File: src/inc/ras_pkg.sv
/*
 Package for the return-address stack: register location, widths, reset
 values, operation codes, the packed stack-slot type and the table-read phase codes.
 Assumes a single core clock and a sequencer that issues one op per cycle.
*/
// How it works
// - Index is a four-bit binary counter
// - Index readable and writable at location 01H
// - Index 0..14 selects entries; all-ones prohibited
// - Resets other than pin reset preset index to all ones; stop retains
// - Call decrements index, then stores return address
// - Return loads counter from entry, then increments
// - Table read loads buffer, restores counter, increments
// - Interrupt pushes like call; interrupt return pops
// - Pointer push decrements, stores pointer in entry
// - Pointer pop loads pointer, then increments index
// - System call stores return address and segment
// - Return after system call restores both, increments
// - All-ones entry undefined; nesting at most fifteen
// - Optional reset on overflow or underflow detection
// - Fault reset enabled after power-on or pin reset
package ras_pkg;

  localparam int          IDX_W         = 4;       // Index width
  localparam int          ADDR_W        = 14;      // Program address width
  localparam int          SEG_W         = 2;       // Segment register width
  localparam int          PMEM_W        = 16;      // Program word width
  localparam int          DEPTH         = 15;      // Usable entries
  localparam logic [6:0]  IDX_REG_LOC   = 7'h01;   // Register-file location
  localparam logic [3:0]  IDX_RESET     = 4'hF;    // Preset value
  localparam logic [3:0]  IDX_BOTTOM    = 4'h0;    // Deepest usable entry
  localparam logic        FAULT_EN_RST  = 1'b1;    // Fault reset on at power-on

  // Stack operation codes, one-hot except OP_NONE, which is all zeros
  typedef enum logic [8:0] {
    OP_NONE      = 9'h000,
    OP_CALL      = 9'h001,
    OP_RET       = 9'h002,
    OP_RET_SKIP  = 9'h004,
    OP_IRQ       = 9'h008,
    OP_IRET      = 9'h010,
    OP_PUSH_PTR  = 9'h020,
    OP_POP_PTR   = 9'h040,
    OP_SYSCALL   = 9'h080,
    OP_TABLE     = 9'h100
  } stack_op_type;

  // One stack slot: return address plus saved segment
  typedef struct packed {
    logic [SEG_W-1:0]  seg;
    logic [ADDR_W-1:0] addr;
  } slot_type;

  // Table reference phase machine, one-hot
  typedef enum logic [1:0] {
    TBL_IDLE  = 2'b01,
    TBL_FETCH = 2'b10
  } tbl_state_type;

endpackage : ras_pkg

File: src/hw/return_address_stack.sv
/*
 Return-address stack of a 4-bit core: index counter, fifteen slots,
 push/pop sequencing for calls, returns, interrupts, pointer moves,
 system calls and table reads, plus an optional fault reset request.
 Assumes the sequencer issues one op at a time and waits out table reads.
*/
module return_address_stack
  import ras_pkg::*;
(
  // Clock and reset
  input  wire logic               CLK_I,
  input  wire logic               SYS_RST_I,
  input  wire logic               POR_I,
  input  wire logic               PIN_RST_I,
  input  wire logic               WDT_RST_I,
  input  wire logic               CE_RST_I,
  // Sequencer commands
  input  wire stack_op_type       OP_I,
  input  wire logic [ADDR_W-1:0]  RET_ADDR_I,
  input  wire logic [SEG_W-1:0]   SEG_I,
  input  wire logic [ADDR_W-1:0]  PTR_I,
  // Register-file access
  input  wire logic               REG_WE_I,
  input  wire logic [6:0]         REG_ADDR_I,
  input  wire logic [IDX_W-1:0]   REG_WDATA_I,
  output logic      [IDX_W-1:0]   REG_RDATA_O,
  input  wire logic               FAULT_EN_WE_I,
  input  wire logic               FAULT_EN_I,
  // Program memory port for table reads
  output logic      [ADDR_W-1:0]  PMEM_ADDR_O,
  input  wire logic [PMEM_W-1:0]  PMEM_DATA_I,
  // Results to sequencer
  output logic                    PC_LOAD_O,
  output logic      [ADDR_W-1:0]  PC_O,
  output logic                    SEG_LOAD_O,
  output logic      [SEG_W-1:0]   SEG_O,
  output logic                    PTR_LOAD_O,
  output logic      [ADDR_W-1:0]  PTR_O,
  output logic                    DBUF_LOAD_O,
  output logic      [PMEM_W-1:0]  DBUF_O,
  output logic                    BUSY_O,
  // Fault reporting
  output logic                    OVERFLOW_O,
  output logic                    UNDERFLOW_O,
  output logic                    FAULT_RST_O,
  output logic                    FAULT_EN_O
);

  logic [IDX_W-1:0] return_stack_index_reg;          // Live index
  logic [IDX_W-1:0] return_stack_index_next;         // Index next value
  slot_type         return_address_slot [DEPTH];     // Fifteen slots
  tbl_state_type    tbl_state_reg;                   // Table read phase
  logic             fault_en_reg;                    // Fault reset enable
  logic             push_req;                        // Any push this cycle
  logic             pop_req;                         // Any pop this cycle
  logic             idx_wr;                          // Software index write
  logic             hard_rst;                        // Any index preset
  slot_type         top_slot;                        // Entry under index
  logic             ovf;                             // Push below entry 0
  logic             unf;                             // Pop past all-ones

  // Decrement and increment wrap as a plain counter would
  function automatic logic [IDX_W-1:0] step(input logic [IDX_W-1:0] v,
                                            input logic up);
    step = up ? IDX_W'(v + 1'b1) : IDX_W'(v - 1'b1);
  endfunction : step

  // Slot read; the all-ones entry has no storage and reads zero
  function automatic slot_type slot_at(input logic [IDX_W-1:0] i,
                                       input slot_type s [DEPTH]);
    slot_at = (i == IDX_RESET) ? '0 : s[i];
  endfunction : slot_at

  assign hard_rst = SYS_RST_I | POR_I | WDT_RST_I | CE_RST_I;
  assign idx_wr   = REG_WE_I && (REG_ADDR_I == IDX_REG_LOC);
  assign top_slot = slot_at(return_stack_index_reg, return_address_slot);

  // Push-type ops; table read pushes in its first phase
  assign push_req = (OP_I == OP_CALL) || (OP_I == OP_IRQ) ||
                    (OP_I == OP_PUSH_PTR) || (OP_I == OP_SYSCALL) ||
                    (OP_I == OP_TABLE && tbl_state_reg == TBL_IDLE);
  // Pop-type ops; table read pops in its fetch phase
  assign pop_req  = (OP_I == OP_RET) || (OP_I == OP_RET_SKIP) ||
                    (OP_I == OP_IRET) || (OP_I == OP_POP_PTR) ||
                    (tbl_state_reg == TBL_FETCH);

  // Fault detection: bottom push, or pop from the empty (all-ones) index
  assign ovf = push_req && (return_stack_index_reg == IDX_BOTTOM);
  assign unf = pop_req  && (return_stack_index_reg == IDX_RESET);

  // Next index: counter behaviour, software write loses to hardware ops
  always_comb begin
    return_stack_index_next = return_stack_index_reg;
    if (push_req) begin
      return_stack_index_next = step(return_stack_index_reg, 1'b0);
    end else if (pop_req) begin
      return_stack_index_next = step(return_stack_index_reg, 1'b1);
    end else if (idx_wr) begin
      // Writing all-ones is software's fault; stored as given
      return_stack_index_next = REG_WDATA_I;
    end
  end

  // Index counter; clock stop simply issues no op, so the value holds
  always_ff @(posedge CLK_I) begin
    if (hard_rst) begin
      return_stack_index_reg <= IDX_RESET;
    end else begin
      return_stack_index_reg <= return_stack_index_next;
    end
  end

  // Slot writes land in the entry selected after the decrement
  always_ff @(posedge CLK_I) begin
    if (push_req && !hard_rst &&
        return_stack_index_next != IDX_RESET) begin
      unique case (OP_I)
        OP_PUSH_PTR: begin
          return_address_slot[return_stack_index_next] <=
            '{seg: '0, addr: PTR_I};
        end
        OP_SYSCALL: begin
          return_address_slot[return_stack_index_next] <=
            '{seg: SEG_I, addr: RET_ADDR_I};
        end
        default: begin
          // Call, interrupt and table-read start keep segment as zero
          return_address_slot[return_stack_index_next] <=
            '{seg: '0, addr: RET_ADDR_I};
        end
      endcase
    end
  end

  // Table read sequencing: push phase then fetch-and-pop phase
  always_ff @(posedge CLK_I) begin
    if (hard_rst) begin
      tbl_state_reg <= TBL_IDLE;
    end else begin
      unique case (tbl_state_reg)
        TBL_IDLE: begin
          if (OP_I == OP_TABLE) begin
            tbl_state_reg <= TBL_FETCH;
          end
        end
        TBL_FETCH: begin
          tbl_state_reg <= TBL_IDLE;
        end
        default: begin
          tbl_state_reg <= TBL_IDLE;
        end
      endcase
    end
  end

  // Fault enable: on after power-on or pin reset, software may change
  always_ff @(posedge CLK_I) begin
    if (SYS_RST_I || POR_I || PIN_RST_I) begin
      fault_en_reg <= FAULT_EN_RST;
    end else if (FAULT_EN_WE_I) begin
      fault_en_reg <= FAULT_EN_I;
    end
  end

  // Results registered so data outputs come from flip-flops
  always_ff @(posedge CLK_I) begin
    if (hard_rst) begin
      PC_LOAD_O   <= 1'b0;
      PC_O        <= '0;
      SEG_LOAD_O  <= 1'b0;
      SEG_O       <= '0;
      PTR_LOAD_O  <= 1'b0;
      PTR_O       <= '0;
      DBUF_LOAD_O <= 1'b0;
      DBUF_O      <= '0;
      OVERFLOW_O  <= 1'b0;
      UNDERFLOW_O <= 1'b0;
      FAULT_RST_O <= 1'b0;
    end else begin
      // Returns and table fetch reload counter from current entry
      PC_LOAD_O   <= (OP_I == OP_RET) || (OP_I == OP_RET_SKIP) ||
                     (OP_I == OP_IRET) ||
                     (tbl_state_reg == TBL_FETCH);
      PC_O        <= top_slot.addr;
      // Segment restore only meaningful after a system call
      SEG_LOAD_O  <= (OP_I == OP_RET) || (OP_I == OP_RET_SKIP);
      SEG_O       <= top_slot.seg;
      PTR_LOAD_O  <= (OP_I == OP_POP_PTR);
      PTR_O       <= top_slot.addr;
      DBUF_LOAD_O <= (tbl_state_reg == TBL_FETCH);
      DBUF_O      <= PMEM_DATA_I;
      OVERFLOW_O  <= ovf;
      UNDERFLOW_O <= unf;
      FAULT_RST_O <= fault_en_reg && (ovf || unf);
    end
  end

  // Pointer drives program memory address directly during a table read
  assign PMEM_ADDR_O = PTR_I;
  assign BUSY_O      = (tbl_state_reg == TBL_FETCH);
  assign REG_RDATA_O = return_stack_index_reg;
  assign FAULT_EN_O  = fault_en_reg;

  // Checks
  chk_reset_preset: assert property (@(posedge CLK_I)
    hard_rst |=> return_stack_index_reg == IDX_RESET)
    else $error("index not preset by reset");

  chk_push_decrement: assert property (@(posedge CLK_I)
    disable iff (hard_rst) (OP_I == OP_CALL && tbl_state_reg == TBL_IDLE)
    |=> return_stack_index_reg ==
        IDX_W'($past(return_stack_index_reg) - 1'b1))
    else $error("call did not decrement index");

  chk_call_return: assert property (@(posedge CLK_I)
    disable iff (SYS_RST_I || POR_I || WDT_RST_I || CE_RST_I)
    (OP_I == OP_CALL && tbl_state_reg == TBL_IDLE &&
     return_stack_index_reg != IDX_BOTTOM) ##1 (OP_I == OP_RET)
    |=> PC_LOAD_O && PC_O == $past(RET_ADDR_I, 2) &&
        return_stack_index_reg == $past(return_stack_index_reg, 2))
    else $error("return did not restore call address");

  chk_pop_ptr: assert property (@(posedge CLK_I)
    disable iff (hard_rst) (OP_I == OP_POP_PTR && tbl_state_reg == TBL_IDLE)
    |=> PTR_LOAD_O && return_stack_index_reg ==
        IDX_W'($past(return_stack_index_reg) + 1'b1))
    else $error("pointer pop wrong");

  chk_table_seq: assert property (@(posedge CLK_I)
    disable iff (hard_rst) (OP_I == OP_TABLE && tbl_state_reg == TBL_IDLE)
    |=> BUSY_O ##1 (DBUF_LOAD_O && PC_LOAD_O &&
        return_stack_index_reg == $past(return_stack_index_reg, 2)))
    else $error("table read sequence wrong");

  chk_fault_reset: assert property (@(posedge CLK_I)
    disable iff (hard_rst) (ovf || unf) && fault_en_reg |=> FAULT_RST_O)
    else $error("fault reset not raised");

  chk_fault_masked: assert property (@(posedge CLK_I)
    disable iff (hard_rst) !fault_en_reg |=> !FAULT_RST_O)
    else $error("fault reset while disabled");

  chk_enable_preset: assert property (@(posedge CLK_I)
    (POR_I || PIN_RST_I) |=> fault_en_reg)
    else $error("fault enable not preset");

  chk_idx_write: assert property (@(posedge CLK_I)
    disable iff (hard_rst) idx_wr && !push_req && !pop_req
    |=> return_stack_index_reg == $past(REG_WDATA_I))
    else $error("index write lost");

endmodule : return_address_stack

File: config.mk
export PLATFORM = sky130hd
export DESIGN_NAME = return_address_stack
export DESIGN_NICKNAME = d
export VERILOG_FILES = /design/src/inc/ras_pkg.sv /design/src/hw/return_address_stack.sv
export SDC_FILE = /design/constraint.sdc
export NUM_CORES = 1
export LEC_CHECK = 0
export BUFFER_PORTS_ARGS = -buffer_cell sky130_fd_sc_hd__buf_2
export CAP_MARGIN = 25
export CORE_ASPECT_RATIO = 1.1
export CORE_MARGIN = 8
export CORE_UTILIZATION = 55
export DETAILED_ROUTE_END_ITERATION = 10
export PLACE_DENSITY = 0.82
export SLEW_MARGIN = 0
export SYNTH_ARGS = -nofsm -noshare
export SYNTH_HDL_FRONTEND = slang
export SYNTH_SLANG_ARGS = --single-unit
File: constraint.sdc
create_clock -name CLK_I -period 30.3 [get_ports CLK_I]
set_input_delay 9.09 -clock CLK_I [delete_from_list [all_inputs] [get_ports CLK_I]]
set_output_delay 9.09 -clock CLK_I [all_outputs]
set_load 0.05 [all_outputs]
==> run summary, run 1 <==
Sequential power share: 0.524
Max reg flops: 240
CP Data Arrival Time: 9.43 ns
Layout cells sized above 1: 0.512
Post-synthesis cell area: 14,400 µm²
Inst Count DP: 1,309
Final Hold Viols: 0
Syn avg cell area: 16.3 µm²
Drt pass-1 iters: 5
Top-count cell post-synth: edfxtp_1
Int Pwr: 0.641 mW
Clock skew: 0.0154 ns
Net Sw Frac: 0.201
Critical Path RT: 21.21 ns
Deepest clock path buffer count: 3
Max_slew headroom: 0.274
Fin area: 16,200 µm²
Fmax: 0.0540 GHz
Post-synthesis register bit count: 286
Post-Place Cell Area: 15,200 µm²
Vias in the first global route: 8,474
Largest net degree at the start of global routing: 174
Peak VDD IR: 0.0519 mV
ANT nets after route: 0
Setup crit end: PMEM_ADDR_O[5]
Initial DRC Count: 672
R2R Setup Slk: 26.13 ns
Crit path time final: 18.52 ns
MaxCap Viol Count: 0
Yosys warns: 0
EDFF count, synth: 240
GR Overflow Total: 0
Antenna diode count: 0
Global-route wire length before repair: 50.2 mm
Logic gate share of total power: 0.028
Height of the die: 186 µm
Post-synth top cells: edfxtp_1, mux2_2, mux4_2, dfxtp_1, mux2_1
Seq/Total Area, Yosys: 0.564
Status: complete, no violations
Tightest Pin Transition: 1.09 ns
HP Class: reg -> reg
Critical-path cell list: buf_2, buf_2
Cells after Synth: 884
Row count: 62
Root Driver: clkbuf_16
Total global-route track usage: 0.205
Register Area: 8140 µm²
Initial core utilization: 0.556
Width of the die: 170 µm
Final setup vio count: 0
# resized after CTS: 0
Worst setup EP type: output port
CP Buf/Inv Count: 2
Multi-input logic area: 5770 µm²
CP top delay family: buffers and inverters
Worst skew pair latency: 0.54 ns
Levels on crit path: 2
Cts hold-fix bufs: 0
Setup TNS: 0 ns
Syn_nets: 962
Number of clock sinks: 286
Die area: 31,700 µm²
Area leader, netlist: edfxtp_1
Pins Over Slew Limit: 0
Worst Setup SP: PTR_I[5]
Final Cycle Share: 0.611
NetSw: 0.161 mW
Final WL: 32.0 mm
Kind of critical path: in -> out
Port bufs: 147
Crit-path max cell delay: 0.25 ns
TritonCTS buffer count: 28
Antenna violations before repair: 0
Post-CTS setup buffers: 0
Pwr dens: 49.4 nW/µm²
Post-synth ARST share: 0
Worst r2r src: tbl_state_reg[1]
Worst Setup Start Kind: input pin
CP most frequent cell: buf_2
Crit Reg-Reg Endpoint: return_address_slot[75]
Top flop regs: return_address_slot x240, DBUF_O x16, PTR_O x14
Routed length per instance: 23.5 µm
Dpl hpwl: 18.7 mm
Reg with most FFs: return_address_slot
Pleak: 5.93 nW
R2r worst-path depth: 10
Area Overhead vs Synth: 12.5%
Placeable Area: 25,900 µm²
Routed via count: 8,202
H-tree depth: 1
DRC viols: 0
Slowest CP cell: buf_2
Final cell count without fillers: 1,363
I/O pins: 148
Clock Pin Slew Worst Setup and Hold Paths: 0.07 ns
Count of different cell masters after synthesis: 56
CP max FO: 2
Clock Power Share: 0.447
TritonCTS clock tree: yes
Synth area leaders: edfxtp_1, mux2_2, mux4_2
Fin nets: 1,067
GPL Wtd Cong: 0.738
Filler cell count: 1,864
Routed vias/inst: 6.02
RSZ-0062 raised after global routing: false
Top_reg_cell synth: edfxtp_1
Area fraction of the dominant cell type after synthesis: 0.500
-- worst min path at each step --
| stage | start | to | slack [ns] | depth (start not counted) |
|---|---|---|---|---|
| global placement | FAULT_EN_O | FAULT_RST_O | 0.45 | 1 |
| finish | FAULT_EN_O | FAULT_RST_O | 0.48 | 1 |
| detailed placement | FAULT_EN_O | FAULT_RST_O | 0.46 | 1 |
| floorplan | tbl_state_reg[0] | tbl_state_reg[1] | 0.50 | 2 |
| CTS | FAULT_EN_O | FAULT_RST_O | 0.48 | 1 |
| global route | FAULT_EN_O | FAULT_RST_O | 0.50 | 1 |
-- power groups by stage --
stage | Clock (mW) | Combinational (mW) | Sequential, mW
global placement | 0 | 0.0221 | 0.429
CTS | 0.364 | 0.0227 | 0.420
floorplan | 0 | 0.0133 | 0.431
finish | 0.359 | 0.0227 | 0.420
detailed placement | 0 | 0.0225 | 0.429
global route | 0.380 | 0.0244 | 0.420
-- cell families after synthesis --
family,count (synthesis),share of synthesized area
XOR/XNOR,3,0.00182
multiplexers,340,0.317
flip-flops,286,0.564
AND/OR/NAND/NOR,117,0.0576
buffers and inverters,96,0.0378
AO/OA/AOI/OAI,39,0.0192
adder cells (fa/ha/maj),3,0.00260
-- cells in the final DEF, fill, tap and decap left out, types with 5 or more instances in the layout --
cell and instances:
nor2_1 6, buf_2 147, clkinv_2 8, inv_1 7
buf_4 15, and2_1 19, mux2_1 41, dfxtp_1 43
nor3_4 6, o21ai_0 18, clkbuf_16 30, nand2b_1 6
nor2b_1 19, nand2_1 27, edfxtp_1 240, nand3_4 5
mux2_4 10, mux2i_1 20, mux2_2 204, mux4_2 64
nor3_1 7
-- layout make-up --
| class | instances | share of cell area |
|---|---|---|
| multi-input combinational | 502 | 0.355 |
| tap | 352 | 0.0272 |
| inverter | 7 | 0.00162 |
| clock buffer | 37 | 0.0497 |
| sequential | 286 | 0.502 |
| timing repair buffer | 164 | 0.0552 |
| clock inverter | 15 | 0.00926 |
-- per-layer routing --
metal,up-vias,GRT usage,share of wire
li1,3657,-,-
met1,4293,0.255,0.40
met2,196,0.371,0.53
met3,56,0.0252,0.046
met4,0,0.0548,0.023
met5,-,0,0
-- through the flow --
step | total power, mW | utilization | hold slack [ns] | setup slack, ns
after floorplan | 0.444 | - | 0.503 | 5.59
after global placement | 0.451 | 0.588 | 0.453 | 11.78
after detailed placement | 0.451 | 0.588 | 0.456 | 11.78
after CTS | 0.807 | 0.625 | 0.476 | 11.78
after global routing | 0.824 | 0.626 | 0.504 | 11.76
final | 0.802 | 0.626 | 0.480 | 11.78
(Power assumes the default switching activity.)
==> run 2: changes to the inputs <==
CORE_UTILIZATION = 54   (was 55)
PLACE_DENSITY = 0.84   (was 0.82)
clock period = 16.8 ns   (was 30.3 ns; I/O delays follow)
==> run 2 against run 1 <==
Compared with the run above: via count up 0.71%; cell count about the same; sequential share of layout area about the same; flip-flop and latch count unchanged; sequential power up 80%; utilization down 0.72 points; critical path depth unchanged; non-clock buffer count unchanged; critical path type unchanged; largest cell class unchanged.
==> run summary, run 2 (synthesis gave the netlist of run 1 again) <==
Slowest CP cell: buf_2
Cts hold-fix bufs: 0
Critical Path RT: 11.76 ns
R2r worst-path depth: 10
Crit path time final: 10.44 ns
ANT nets after route: 0
Routed via count: 8,260
Post-CTS setup buffers: 0
Endpoint, Worst Hold: FAULT_RST_O
Filler cell count: 1,900
Crit Reg-Reg Endpoint: return_address_slot[234]
Pleak: 5.91 nW
Width of the die: 172 µm
Dpl hpwl: 19.2 mm
Vias in the first global route: 8,347
Final WL: 32.2 mm
Register Area: 8140 µm²
I/O pins: 148
Total global-route track usage: 0.199
Max reg flops: 240
Top flop regs: return_address_slot x240, DBUF_O x16, PTR_O x14
Deepest clock path buffer count: 3
Worst Setup Start Kind: input pin
Placeable Area: 26,200 µm²
GR Overflow Total: 0
Worst r2r src: tbl_state_reg[1]
Layout cells sized above 1: 0.512
CP most frequent cell: buf_2
CP Buf/Inv Count: 2
Tightest Pin Transition: 1.07 ns
Antenna diode count: 0
Final Hold Viols: 0
Initial DRC Count: 686
H-tree depth: 1
Kind of critical path: in -> out
Peak VDD IR: 0.0835 mV
Pins Over Slew Limit: 0
Root Driver: clkbuf_16
Min-delay src: FAULT_EN_O
Largest net degree at the start of global routing: 157
Area Overhead vs Synth: 12.6%
Die area: 32,200 µm²
Critical-path cell list: buf_2, buf_2
CP Data Arrival Time: 5.40 ns
DRC viols: 0
Final cell count without fillers: 1,362
Fin area: 16,200 µm²
Final setup vio count: 0
Fmax: 0.0958 GHz
Clock Pin Slew Worst Setup and Hold Paths: 0.06 ns
TritonCTS clock tree: yes
Post-Place Cell Area: 15,200 µm²
MaxCap Viol Count: 0
# resized after CTS: 0
Worst setup EP type: output port
Routed length per instance: 23.6 µm
Height of the die: 187 µm
Number of clock sinks: 286
HP Class: reg -> reg
Reg with most FFs: return_address_slot
Row count: 62
Total power: 1.45 mW
Clock skew: 0.0110 ns
Setup TNS: 0 ns
Status: complete, no violations
CP top delay family: buffers and inverters
Hold path depth: 1
RSZ-0062 raised after global routing: false
Crit-path max cell delay: 0.26 ns
Most common cell after layout, fill and taps aside: edfxtp_1
Drt pass-1 iters: 5
Worst skew pair latency: 0.55 ns
GPL Wtd Cong: 0.735
TritonCTS buffer count: 28
Initial core utilization: 0.550
Routed vias/inst: 6.06
CP max FO: 2
Fin nets: 1,067
Max_slew headroom: 0.284
Global-route wire length before repair: 49.9 mm
Worst Setup SP: PTR_I[3]
Pwr dens: 89.3 nW/µm²
Multi-input logic area: 5770 µm²
Port bufs: 147
Most frequent cells in the layout: edfxtp_1, mux2_2, buf_2, mux4_2, dfxtp_1
Antenna violations before repair: 0
Final Cycle Share: 0.622
Inst Count DP: 1,308
R2R Setup Slk: 12.29 ns
Hold WS: 0.463 ns
run 2: cell types whose count changed in the layout (fill, tap and decap cells not counted), sizes merged:
cell / delta
clkinvlp: +3
inv: -1
clkinv: -1
bufinv: +1
clkbuf: -3
run 2: how the worst max path moves through the flow:
stage          depth (start not counted)                     end
2_1_floorplan                          9  return_address_slot[0]
3_3_place_gp                           2          PMEM_ADDR_O[3]
3_5_place_dp                           2          PMEM_ADDR_O[3]
4_1_cts                                2          PMEM_ADDR_O[3]
5_1_grt                                2          PMEM_ADDR_O[3]
6_report                               2          PMEM_ADDR_O[3]
run 2: metrics by stage:
step	util	setup slack [ns]
6_report	0.619	6.36
3_3_place_gp	0.581	6.35
2_1_floorplan	-	2.07
3_5_place_dp	0.581	6.34
5_1_grt	0.619	6.33
4_1_cts	0.617	6.34
run 2: final cells by class:
cell class | instances | share of cell area
Sequential cell | 286 | 0.501
Inverter | 7 | 0.00162
Clock inverter | 17 | 0.0116
Timing Repair Buffer | 164 | 0.0559
Multi-Input combinational cell | 502 | 0.355
Tap cell | 352 | 0.0271
Clock buffer | 34 | 0.0471
run 2: layer usage:
layer | routed length, µm | vias to the layer above | track usage
li1 | - | 3642 | -
met1 | 12300 | 4280 | 0.256
met2 | 17000 | 285 | 0.348
met3 | 2200 | 53 | 0.0268
met4 | 696 | 0 | 0.0528
met5 | 0 | - | 0
run 2: power breakdown:
part	switching [mW]	internal, mW
clock network	0.266	0.384
registers	0.000286	0.758
logic	0.0269	0.0140
